[config.mk]
export PLATFORM = sky130hd
export DESIGN_NAME = css_sequencer
export DESIGN_NICKNAME = d
export VERILOG_FILES = /design/src/shared/css_pkg.sv /design/src/css_sequencer.sv
export SDC_FILE = /design/constraint.sdc
export NUM_CORES = 1
export LEC_CHECK = 0
export ABC_AREA = 1
export ABC_CLOCK_PERIOD_IN_PS = 3000
export BUFFER_PORTS_ARGS = -buffer_cell sky130_fd_sc_hd__clkbuf_2
export CAP_MARGIN = 20
export CORE_ASPECT_RATIO = 1.25
export CORE_MARGIN = 2
export CORE_UTILIZATION = 44
export DETAILED_ROUTE_END_ITERATION = 10
export GPL_ROUTABILITY_DRIVEN = 0
export HOLD_SLACK_MARGIN = 0.12
export PLACE_DENSITY_LB_ADDON = 0.25
export SLEW_MARGIN = 20
export SYNTH_ARGS = -nofsm -noshare
export SYNTH_HDL_FRONTEND = slang
export SYNTH_SLANG_ARGS = --single-unit
[constraint.sdc]
create_clock -name CLK -period 3 [get_ports CLK]
set_input_delay 0.15 -clock CLK [delete_from_list [all_inputs] [get_ports CLK]]
set_output_delay 0.15 -clock CLK [all_outputs]
set_load 0.1 [all_outputs]
[src/shared/css_pkg.sv]
/*
 * Package for the configuration start-up sequencer: phase states,
 * start-up option record, timing constants and counts in clock cycles.
 * Assumes a 20 MHz system clock.
 */
`default_nettype none
package css_pkg;
    localparam int unsigned CLK_HZ = 20_000_000;
    localparam int unsigned CLK_NS = 50;

    // power-on reset finish, longest time in microseconds
    localparam int unsigned POR_MAX_US = 2000;
    localparam int unsigned POR_CYCLES = (POR_MAX_US * (CLK_HZ / 1_000_000));
    // restart pulse, least width in ns (rounded up)
    localparam int unsigned RESTART_MIN_NS = 300;
    localparam int unsigned RESTART_CYCLES = (RESTART_MIN_NS + CLK_NS - 1) / CLK_NS;
    // restart latency, longest time in microseconds
    localparam int unsigned RESTART_LAT_US = 100;
    localparam int unsigned RESTART_LAT_CYCLES = RESTART_LAT_US * (CLK_HZ / 1_000_000);
    // config clock output start delay, least and longest in ns
    localparam int unsigned CFG_CLK_DLY_MIN_NS = 500;
    localparam int unsigned CFG_CLK_DLY_MAX_NS = 4000;
    localparam int unsigned CFG_CLK_DLY_CYCLES = (CFG_CLK_DLY_MIN_NS + CLK_NS - 1) / CLK_NS;
    // clearing pass length in cycles
    localparam int unsigned CLEAR_CYCLES = 64;
    // config clock divider half period in system cycles
    localparam int unsigned CFG_CLK_HALF = 2;
    localparam int unsigned NUM_DLL = 8;

    // default start-up positions, in config clock cycles after completion
    localparam logic [2:0] TRISTATE_STEP_RST = 3'h1;
    localparam logic [2:0] SET_RESET_STEP_RST = 3'h2;
    localparam logic [2:0] WRITE_EN_STEP_RST = 3'h2;

    typedef enum logic [2:0] {
        CSS_POR = 3'b000,
        CSS_CLEAR = 3'b001,
        CSS_INIT_WAIT = 3'b010,
        CSS_LOAD = 3'b011,
        CSS_STARTUP = 3'b100,
        CSS_RUN = 3'b101
    } css_state_t;

    typedef struct packed {
        logic [2:0] tristate_step;
        logic [2:0] set_reset_step;
        logic [2:0] write_en_step;
        logic sync_done;
        logic lock_wait;
        logic [2:0] lock_step;
        logic [NUM_DLL-1:0] lock_mask;
        logic lock_all;
    } css_startup_cfg_t;

    typedef struct packed {
        logic global_output_tristate;
        logic global_set_reset;
        logic global_write_enable;
    } css_globals_t;
endpackage : css_pkg
`default_nettype wire

[src/css_sequencer.sv]
/*
 * Configuration start-up sequencer: clear, load and start-up phases,
 * clear-status and completion pins, global control releases, readback gating.
 * Assumes the data loader reports load done, and pins are open drain outside.
 */
// Summary of operation
// RULE1: configure in order: clear memory, load data, then start-up phase.
// RULE2: begin configuration automatically after power-up.
// RULE3: finish power-on initialization within 2.0 ms before clearing.
// RULE4: restart pulse of 300 ns starts clearing within 100 us.
// RULE5: drive clear-status low while clearing; release it afterwards.
// RULE6: raise completion only after the whole process including start-up; the code releases it on entering CSS_STARTUP.
// RULE7: outside party holds clear-status low only by open drain.
// RULE8: wait while clear-status is held low; no loading until high.
// RULE9: release tristate one config clock after completion by default.
// RULE10: release set/reset and write enable one config clock later.
// RULE11: release positions are configurable.
// RULE12: optionally hold releases until shared completion line is high.
// RULE13: optionally pause start-up at a stage until chosen loops lock.
// RULE14: allow readback of configuration and storage contents.
// RULE15: final clearing pass before clear-status is released.
// RULE16: lock wait keeps completion low until lock; disabled by default.
// RULE17: config clock output starts only after clearing, after a delay.
// RULE18: storage held in initial state until set/reset and write enable released.
`default_nettype none
module css_sequencer
    import css_pkg::*;
#(
    parameter int unsigned POR_CNT = POR_CYCLES,
    parameter int unsigned N_DLL = NUM_DLL
) (
    // clock and reset
    input wire logic CLK,
    input wire logic NRST,
    input wire logic CE,
    // restart pin, active low
    input wire logic RESTART_N,
    // clear-status pin, open drain
    input wire logic CLEAR_STATUS_I,
    output logic CLEAR_STATUS_O,
    output logic CLEAR_STATUS_OE,
    // completion pin, open drain with release
    input wire logic DONE_I,
    output logic DONE_O,
    output logic DONE_OE,
    // loader and options
    input wire logic MASTER_MODE,
    input wire logic LOAD_DONE,
    input wire css_startup_cfg_t STARTUP_CFG,
    input wire logic [N_DLL-1:0] DLL_LOCKED,
    // outputs
    output logic CONFIG_CLOCK,
    output logic LOAD_ENABLE,
    output css_globals_t GLOBALS,
    output logic READBACK_ENABLE
);
    logic [1:0] restart_sync_reg;
    logic [1:0] clr_sync_reg;
    logic [1:0] done_sync_reg;
    logic [N_DLL-1:0] lock_s1_reg;
    logic [N_DLL-1:0] lock_s2_reg;
    css_state_t state_reg;
    logic [31:0] cnt_reg;
    logic [3:0] rst_pulse_reg;
    logic restart_req;
    logic [7:0] clr_cnt_reg;
    logic [15:0] cfgclk_dly_reg;
    logic cfgclk_run_reg;
    logic [1:0] div_reg;
    logic cfgclk_reg;
    logic cfgclk_rise;
    logic [2:0] step_reg;
    logic lock_ok;
    logic sync_ok;
    logic stage_hold;
    logic in_startup;

    // pins from outside pass two flops first
    always_ff @(posedge CLK or negedge NRST) begin
        if (!NRST) begin
            restart_sync_reg <= 2'h3;
            clr_sync_reg <= 2'h0;
            done_sync_reg <= 2'h0;
            lock_s1_reg <= '0;
            lock_s2_reg <= '0;
        end else if (CE) begin
            restart_sync_reg <= {restart_sync_reg[0], RESTART_N};
            clr_sync_reg <= {clr_sync_reg[0], CLEAR_STATUS_I};
            done_sync_reg <= {done_sync_reg[0], DONE_I};
            lock_s1_reg <= DLL_LOCKED;
            lock_s2_reg <= lock_s1_reg;
        end
    end

    // glitch filter: a low shorter than the least pulse width is ignored
    always_ff @(posedge CLK or negedge NRST) begin
        if (!NRST) begin
            rst_pulse_reg <= 4'h0;
        end else if (CE) begin
            if (restart_sync_reg[1]) begin
                rst_pulse_reg <= 4'h0;
            end else if (rst_pulse_reg != 4'(RESTART_CYCLES)) begin
                rst_pulse_reg <= rst_pulse_reg + 4'h1;
            end
        end
    end
    assign restart_req = (rst_pulse_reg == 4'(RESTART_CYCLES - 1)) && !restart_sync_reg[1]; // RULE4

    assign lock_ok = STARTUP_CFG.lock_all ? (&lock_s2_reg)
        : (((lock_s2_reg & STARTUP_CFG.lock_mask[N_DLL-1:0]) == STARTUP_CFG.lock_mask[N_DLL-1:0]));
    assign sync_ok = !STARTUP_CFG.sync_done || done_sync_reg[1]; // RULE12
    assign stage_hold = STARTUP_CFG.lock_wait && (step_reg == STARTUP_CFG.lock_step) && !lock_ok; // RULE13 RULE16
    // releases must never leak out of the earlier phases, whatever step positions are configured
    assign in_startup = (state_reg == CSS_STARTUP) || (state_reg == CSS_RUN); // RULE18

    // phase sequencing
    always_ff @(posedge CLK or negedge NRST) begin
        if (!NRST) begin
            state_reg <= CSS_POR;
            cnt_reg <= 32'h0;
            clr_cnt_reg <= 8'h0;
        end else if (CE) begin
            if (restart_req) begin
                state_reg <= CSS_CLEAR; // RULE4
                clr_cnt_reg <= 8'h0;
            end else begin
                case (state_reg)
                    CSS_POR: begin
                        cnt_reg <= cnt_reg + 32'h1;
                        if (cnt_reg >= 32'(POR_CNT - 1)) begin
                            state_reg <= CSS_CLEAR; // RULE2 RULE3
                        end
                    end
                    CSS_CLEAR: begin
                        // count stops at the end of the pass, so a long restart low cannot wrap it
                        if (clr_cnt_reg != 8'(CLEAR_CYCLES - 1)) begin
                            clr_cnt_reg <= clr_cnt_reg + 8'h1;
                        end else if (restart_sync_reg[1]) begin
                            state_reg <= CSS_INIT_WAIT; // RULE15
                        end
                    end
                    CSS_INIT_WAIT: begin
                        if (clr_sync_reg[1]) begin
                            state_reg <= CSS_LOAD; // RULE8
                        end
                    end
                    CSS_LOAD: begin
                        if (LOAD_DONE) begin
                            state_reg <= CSS_STARTUP; // RULE1
                        end
                    end
                    CSS_STARTUP: begin
                        if (step_reg == 3'h7) begin
                            state_reg <= CSS_RUN;
                        end
                    end
                    default: begin
                        state_reg <= state_reg;
                    end
                endcase
            end
        end
    end

    // config clock: divider started a fixed delay after clear-status rises
    always_ff @(posedge CLK or negedge NRST) begin
        if (!NRST) begin
            cfgclk_dly_reg <= 16'h0;
            cfgclk_run_reg <= 1'b0;
            div_reg <= 2'h0;
            cfgclk_reg <= 1'b0;
        end else if (CE) begin
            if (state_reg == CSS_POR || state_reg == CSS_CLEAR || state_reg == CSS_INIT_WAIT) begin
                cfgclk_dly_reg <= 16'h0;
                cfgclk_run_reg <= 1'b0;
                cfgclk_reg <= 1'b0;
                div_reg <= 2'h0;
            end else if (!cfgclk_run_reg) begin
                cfgclk_dly_reg <= cfgclk_dly_reg + 16'h1;
                cfgclk_run_reg <= (cfgclk_dly_reg == 16'(CFG_CLK_DLY_CYCLES - 1)); // RULE17
            end else if (div_reg == 2'(CFG_CLK_HALF - 1)) begin
                div_reg <= 2'h0;
                cfgclk_reg <= !cfgclk_reg;
            end else begin
                div_reg <= div_reg + 2'h1;
            end
        end
    end
    assign cfgclk_rise = cfgclk_run_reg && !cfgclk_reg && (div_reg == 2'(CFG_CLK_HALF - 1));

    // start-up step counter, one step per config clock
    always_ff @(posedge CLK or negedge NRST) begin
        if (!NRST) begin
            step_reg <= 3'h0;
        end else if (CE) begin
            if (!in_startup) begin
                step_reg <= 3'h0;
            end else if (cfgclk_rise && step_reg != 3'h7 && !stage_hold && sync_ok) begin
                step_reg <= step_reg + 3'h1; // RULE13
            end
        end
    end

    // pins and global controls
    always_ff @(posedge CLK or negedge NRST) begin
        if (!NRST) begin
            CLEAR_STATUS_O <= 1'b0;
            CLEAR_STATUS_OE <= 1'b1;
            DONE_O <= 1'b0;
            DONE_OE <= 1'b1;
            CONFIG_CLOCK <= 1'b0;
            LOAD_ENABLE <= 1'b0;
            GLOBALS <= '{global_output_tristate: 1'b1, global_set_reset: 1'b1, global_write_enable: 1'b0};
            READBACK_ENABLE <= 1'b0;
        end else if (CE) begin
            CLEAR_STATUS_O <= 1'b0;
            CLEAR_STATUS_OE <= (state_reg == CSS_POR) || (state_reg == CSS_CLEAR); // RULE5
            DONE_O <= 1'b0;
            // completion released when the loops are locked, if asked
            DONE_OE <= !((state_reg == CSS_STARTUP || state_reg == CSS_RUN)
                && !(STARTUP_CFG.lock_wait && !lock_ok)); // RULE6 RULE16
            CONFIG_CLOCK <= MASTER_MODE && cfgclk_reg; // RULE17
            LOAD_ENABLE <= (state_reg == CSS_LOAD);
            // releases counted from the completion step, gated by the shared line
            GLOBALS.global_output_tristate <= !(in_startup && sync_ok
                && step_reg >= STARTUP_CFG.tristate_step); // RULE9 RULE11
            GLOBALS.global_set_reset <= !(in_startup && sync_ok
                && step_reg >= STARTUP_CFG.set_reset_step); // RULE10 RULE18
            GLOBALS.global_write_enable <= (in_startup && sync_ok
                && step_reg >= STARTUP_CFG.write_en_step); // RULE10 RULE18
            READBACK_ENABLE <= (state_reg == CSS_RUN); // RULE14
        end
    end
endmodule : css_sequencer
`default_nettype wire

==> run_results.csv, run 1 <==
group,metric,value,unit
cells_and_area,syn2layout_area_growth,14.0,%
cells_and_area,final_nets,880,
synthesis,yosysWarnings,0,
cts,cts_tree,"done",
global_route,grt_pass1_wl,22.8,mm
critical_path,crit_path_max_incr_delay,0.39,ns
pwr,p_clk_share,29.1,%
global_route,overflow,0,
sta,worstMarginPinSlew,0.718,ns
cts,cts-root-buf,"clkbuf_16",
critical_path,cp_max_fo,16,
route,dr_total_vias,5031,
synthesis,ys_async_sr_fraction,100,%
min_path,hold_path_end,"restart_sync_reg[0]$_DFFE_PN1P_",
sta,period_share,58.8,%
cts,cts_resized,0,
floorplanning,die_area,14100,µm²
synthesis,synth_enable_flop_cells,0,
synthesis,syn_area,5810,µm²
pwr,intPower,2.43,mW
critical_path,ff2ff_setup_slack,1.24,ns
sta,min_period,1.76,ns
synthesis,synth_top_area_share,40.5,%
cells_and_area,largest_reg_flops,32,
critical_path,critPathCaptureType,"flip-flop",
critical_path,r2r_cells,7,
pwr,max-vdd-ir-drop,0.341,mV
route,routed_wl,13.1,mm
cts,clock-sinks,100,
sta,slew_headroom,52.1,%
critical_path,worstPathRequired,3.24,ns
cts,ctsHoldBuffers,13,
sta,finalSetupTns,0,ns
synthesis,synth_commonest_cells,"nand2_1 (224), inv_1 (98), dfrtp_1 (94)",
floorplanning,die_h,132,µm
pwr,power_density,583,nW/µm²
synthesis,synth.distinct_cells,40,
synthesis,syn_inst,762,
synthesis,syn_area_per_cell,7.62,µm²
place,dp_hpwl,9.78,mm
pwr,p_switching,1.43,mW
synthesis,synth_top_flop_cell,"dfrtp_1",
synthesis,ys_seq_elements,100,
floorplanning,initial_core_util,45.4,%
cells_and_area,fillers,1278,
pwr,swShare,37.0,%
critical_path,crit_slowest_cell,"dfrtp_1",
cts,cts_buffer_depth,2,
critical_path,crit_chain,"inv_1 -> ha_1 -> nand4_4 -> nand2_4 -> nor2_1 -> nand4_1 -> xnor2_1",
cts,postCtsSetupBuffers,0,
route,wl_per_cell,13.1,µm
floorplanning,die_x,107,µm
cells_and_area,drive_gt1_share,12.4,%
sta,fmax,567,MHz
critical_path,r2r_start,"rst_pulse_reg[1]$_DFFE_PN0P_",
route,dr.pass1.iters,4,
sta,hold_viol_final,0,
critical_path,arrival,2.00,ns
critical_path,critPathKind,"reg2reg",
synthesis,synth_largest_area_cell,"dfrtp_1",
global_route,grt_pass1_vias,5009,
sta,setup_viol,0,
cts,insertion_delay,0.36,ns
cts,cts_buffers,9,
synthesis,synth_area_leaders,"dfrtp_1 (41%), nand2_1 (14%), inv_1 (6.3%)",
cells_and_area,utilization,51.8,%
synthesis,synth_most_common_cell,"nand2_1",
min_path,hold_path.class,"in2reg",
place,port_buffers,46,
critical_path,critPathTopFamily,"simple AND/OR/NAND/NOR gates",
sta,fin_skew,0.0110,ns
pwr,p_seq_share,44.5,%
floorplanning,ios,49,
cts,h-tree-depth,3,
floorplanning,rows,46,
route,dr.first_iter.drc_count,335,
flow_run,max-cap-violations,0,
global_route,antenna_found_initial,0,
route,drc,0,
pwr,power.share.combinational,26.4,%
synthesis,seq_area_frac_synth,43.2,%
critical_path,reg2reg_to,"cnt_reg[16]$_DFFE_PN0P_",
route,viasPerCell,5.05,
global_route,track_usage,19.8,%
critical_path,crit_path_start_kind,"flip-flop",
sta,rsz0062_at_grt,"no",
route,ant_nets,0,
global_route,grt_max_degree,56,
cells_and_area,antenna_cells,0,
cts,path_clk_slew,0.07,ns
run_status,status,"complete, no violations",
min_path,hold_start,"CE",
sta,slew_viol_final,0,
floorplanning,core_area,12800,µm²
pwr,p_leak,3.23,nW
critical_path,path_buf_inv,1,
min_path,hold_depth,3,
## logic make-up (layout without fill, tap and decap cells)
family / count (synthesis) / in the layout / share of synthesized area (%)
AOI/OAI and AO/OA: 67 / 67 / 6.40
buffers and inverters: 116 / 181 / 7.95
DFF: 100 / 100 / 43.2
xor gates and xnor gates: 36 / 36 / 5.43
and+or+nand+nor: 424 / 424 / 33.1
other: 1 / 2 / 0.0646
adders and majority gates: 18 / 18 / 3.88
## metrics by stage
step                std cells  area [µm²]  total power, mW  hold slack, ns  setup WS, ns
finish                    996        6620             3.86           0.151          1.24
global route              996        6620             4.10           0.211          1.10
CTS                       996        6620             3.91           0.145          1.24
detailed placement        967        6200             2.75           0.259          1.22
global placement          967        6200             2.72           0.250          1.30
floorplan                 763        5810             2.50          -0.146          1.48
## cell type report
class	instances	area (µm²)	area share [%]
Multi-Input combinational cell	547	2840	42.9
Clock buffer	10	239	3.61
Timing Repair Buffer	63	393	5.93
Inverter	102	383	5.78
Tap cell	168	210	3.17
Sequential cell	100	2510	37.9
Clock inverter	6	47.5	0.718
## worst max path at each step
stage	from	to	slack, ns	cells after the start
3_3_place_gp	rst_pulse_reg[1]$_DFFE_PN0P_	cnt_reg[25]$_DFFE_PN0P_	1.30	9
2_1_floorplan	rst_pulse_reg[1]$_DFFE_PN0P_	cnt_reg[3]$_DFFE_PN0P_	1.48	7
4_1_cts	rst_pulse_reg[1]$_DFFE_PN0P_	cnt_reg[25]$_DFFE_PN0P_	1.24	9
5_1_grt	rst_pulse_reg[1]$_DFFE_PN0P_	clr_cnt_reg[7]$_DFFE_PN0P_	1.10	9
3_5_place_dp	rst_pulse_reg[1]$_DFFE_PN0P_	cnt_reg[25]$_DFFE_PN0P_	1.22	9
6_report	rst_pulse_reg[1]$_DFFE_PN0P_	cnt_reg[16]$_DFFE_PN0P_	1.24	7
## worst min-delay path, stage by stage
cell and delay, ns:
clkbuf_2 0.20, nand2_1 0.10, nand2_1 0.05
## power by group through the flow
stage               logic [mW]  clock network, mW  registers (mW)
CTS                       1.03               1.16            1.72
detailed placement        1.01                  0            1.74
global placement         0.983                  0            1.73
floorplan                0.669                  0            1.83
finish                    1.02               1.12            1.72
global route              1.15               1.20            1.75
## cell usage in the layout (no fill, tap or decap), drive strengths merged, types with 2 or more instances in the layout
cell type,count
dfrtp,94
xnor2,6
o22ai,2
clkbuf,55
nand3,50
inv,104
nand2,231
dlygate4sd3,13
o211ai,2
conb,2
clkinv,3
ha,18
dfstp,6
nand4,23
buf,5
nor4,4
nand3b,3
nor3,29
nor2,83
o31ai,2
a21oi,20
xor2,30
o21ai,38
## layer usage
| layer | vias up | share of wire, % | global-route usage (%) |
|---|---|---|---|
| met4 | 0 | 2.8 | 8.95 |
| met2 | 110 | 49 | 34.2 |
| met1 | 2342 | 44 | 24.3 |
| met5 | - | 0 | 0 |
| met3 | 27 | 4.0 | 3.10 |
| li1 | 2552 | - | - |
No activity file was read; power rests on OpenSTA's default activity.
==> inputs of run 2 (changes only) <==
ABC_CLOCK_PERIOD_IN_PS = 1900   (was 3000)
clock period = 1.9 ns   (was 3 ns; I/O delays follow)
==> run_results.csv, run 2 (synthesized netlist as in run 1, its figures left out) <==
group,metric,value,unit
cells_and_area,antenna_cells,0,
route,wl_per_cell,13.5,µm
cells_and_area,utilization,52.6,%
sta,min_period,1.73,ns
route,viasPerCell,5.04,
floorplanning,rows,46,
route,dr.first_iter.drc_count,262,
cells_and_area,layout_commonest_cell,"nand2_1",
global_route,grt_pass1_wl,23.5,mm
floorplanning,die_x,107,µm
cts,h-tree-depth,3,
critical_path,crit_path_start_kind,"flip-flop",
route,dr_wl_met2,6.84,mm
route,drc,0,
critical_path,crit_chain,"inv_1 -> ha_1 -> nand4_4 -> nand2_4 -> buf_4 -> inv_2 -> nand2_1 -> o21ai_1",
route,routed_wl,13.5,mm
cells_and_area,final_nets,884,
cells_and_area,drive_gt1_share,12.7,%
sta,fin_skew,0.00934,ns
critical_path,critPathCaptureType,"flip-flop",
sta,finalSetupTns,0,ns
route,dr.pass1.iters,4,
critical_path,critPathKind,"reg2reg",
sta,rsz0062_at_grt,"no",
sta,hold_viol_final,0,
cells_and_area,syn2layout_area_growth,15.6,%
run_status,status,"complete, no violations",
sta,worstMarginPinSlew,0.548,ns
floorplanning,die_area,14100,µm²
cts,cts-root-buf,"clkbuf_16",
cts,postCtsSetupBuffers,0,
sta,period_share,91.2,%
sta,setup_viol,0,
floorplanning,initial_core_util,45.4,%
critical_path,crit_path_max_incr_delay,0.41,ns
critical_path,cp_max_fo,14,
sta,slew_headroom,63.5,%
critical_path,crit_slowest_cell,"dfrtp_1",
cells_and_area,largest_reg_flops,32,
cts,cts_buffers,9,
global_route,antenna_found_initial,0,
critical_path,path_buf_inv,3,
sta,slew_viol_final,0,
pwr,power_density,951,nW/µm²
cells_and_area,fillers,1247,
cells_and_area,mostFrequentLayoutCells,"nand2_1 (224), inv_1 (98), dfrtp_1 (94), nor2_1 (75), nand3_1 (47)",
critical_path,arrival,1.97,ns
floorplanning,ios,49,
route,ant_nets,0,
critical_path,worstPathRequired,2.13,ns
global_route,overflow,0,
place,port_buffers,46,
place,dp_hpwl,10.3,mm
sta,fmax,577,MHz
sta,hold_ws,0.162,ns
cts,insertion_delay,0.35,ns
route,drt-met1-wl,5.82,mm
floorplanning,core_area,12800,µm²
global_route,track_usage,20.7,%
route,maxUsedRoutingLayer,"met4",
floorplanning,die_h,132,µm
pwr,p_leak,3.28,nW
flow_run,max-cap-violations,0,
pwr,max-vdd-ir-drop,0.657,mV
min_path,hold_path.class,"in2reg",
global_route,grt_pass1_vias,5124,
global_route,grt_max_degree,42,
route,dr_total_vias,5037,
cts,clock-sinks,100,
cts,cts_tree,"done",
route,wl_met3,421,µm
critical_path,critPathTopFamily,"simple AND/OR/NAND/NOR gates",
cts,path_clk_slew,0.07,ns
cts,cts_buffer_depth,2,
-- run 2: changes by cell type in the layout (fill, tap and decap cells not counted) --
cell           delta
buf_12            +1
buf_4             +2
bufinv_16         +2
clkbuf_8          -1
clkinv_2          -1
clkinv_4          -1
dlygate4sd3_1     +1
inv_8             +1
nand2_2           -1
nand2_4           +1
-- run 2: path summary, 6_finish.rpt --
path,end,depth (start not counted),slack (ns),from
setup / recovery,cnt_reg[20]$_DFFE_PN0P_,8,0.17,rst_pulse_reg[1]$_DFFE_PN0P_
min in group asynchronous,lock_s2_reg[4]$_DFFE_PN0P_,2,0.28,NRST
setup reg to reg,cnt_reg[20]$_DFFE_PN0P_,8,0.17,rst_pulse_reg[1]$_DFFE_PN0P_
hold reg to reg,restart_sync_reg[0]$_DFFE_PN1P_,2,0.47,restart_sync_reg[0]$_DFFE_PN1P_
max in group asynchronous,GLOBALS[1]$_DFFE_PN1P_,3,0.95,NRST
hold / removal,CLEAR_STATUS_OE$_DFFE_PN1P_,3,0.16,CE
-- run 2: worst register-to-register path, stage by stage (launching register included) --
cell     delay (ns)
dfrtp_1        0.41
inv_1          0.09
ha_1           0.21
nand4_4        0.20
nand2_4        0.22
buf_4          0.21
inv_2          0.12
nand2_1        0.10
o21ai_1        0.06
-- run 2: final cells by class --
| cell class | instances | area [µm²] | share of cell area (%) |
|---|---|---|---|
| repair buffers | 67 | 438 | 6.52 |
| well taps | 168 | 210 | 3.13 |
| flip-flops and latches | 100 | 2510 | 37.4 |
| clock inverters | 7 | 105 | 1.57 |
| clock buffers | 9 | 225 | 3.35 |
| inverters | 102 | 383 | 5.70 |
| multi-input cells | 547 | 2840 | 42.4 |
-- run 2: per-layer routing --
metal	GRT usage (%)	vias to the layer above
met5	0	-
met4	9.81	0
met3	3.69	26
met2	36.3	97
met1	24.2	2351
li1	-	2563
-- run 2: repair_timing --
item,CTS,global route
hold buffers,14,0
endpoints found under the setup margin,0,3
hold endpoints to repair,50,0
resized for setup,0,1
-- run 2: stage by stage --
step / instance area, µm² / total power, mW / setup slack, ns / cells
3_3_place_gp: 6240 / 4.32 / 0.241 / 970
5_1_grt: 6720 / 6.81 / 0.0104 / 1000
4_1_cts: 6710 / 6.44 / 0.151 / 1000
6_report: 6720 / 6.39 / 0.166 / 1000
2_1_floorplan: 5810 / 3.95 / 0.376 / 763
3_5_place_dp: 6240 / 4.37 / 0.160 / 970
-- run 2: power breakdown --
part	total (mW)	switching (mW)	internal [mW]
Clock	2.02	0.845	1.17
Sequential	2.73	0.299	2.43
Combinational	1.64	1.14	0.495
Total	6.39	2.29	4.10
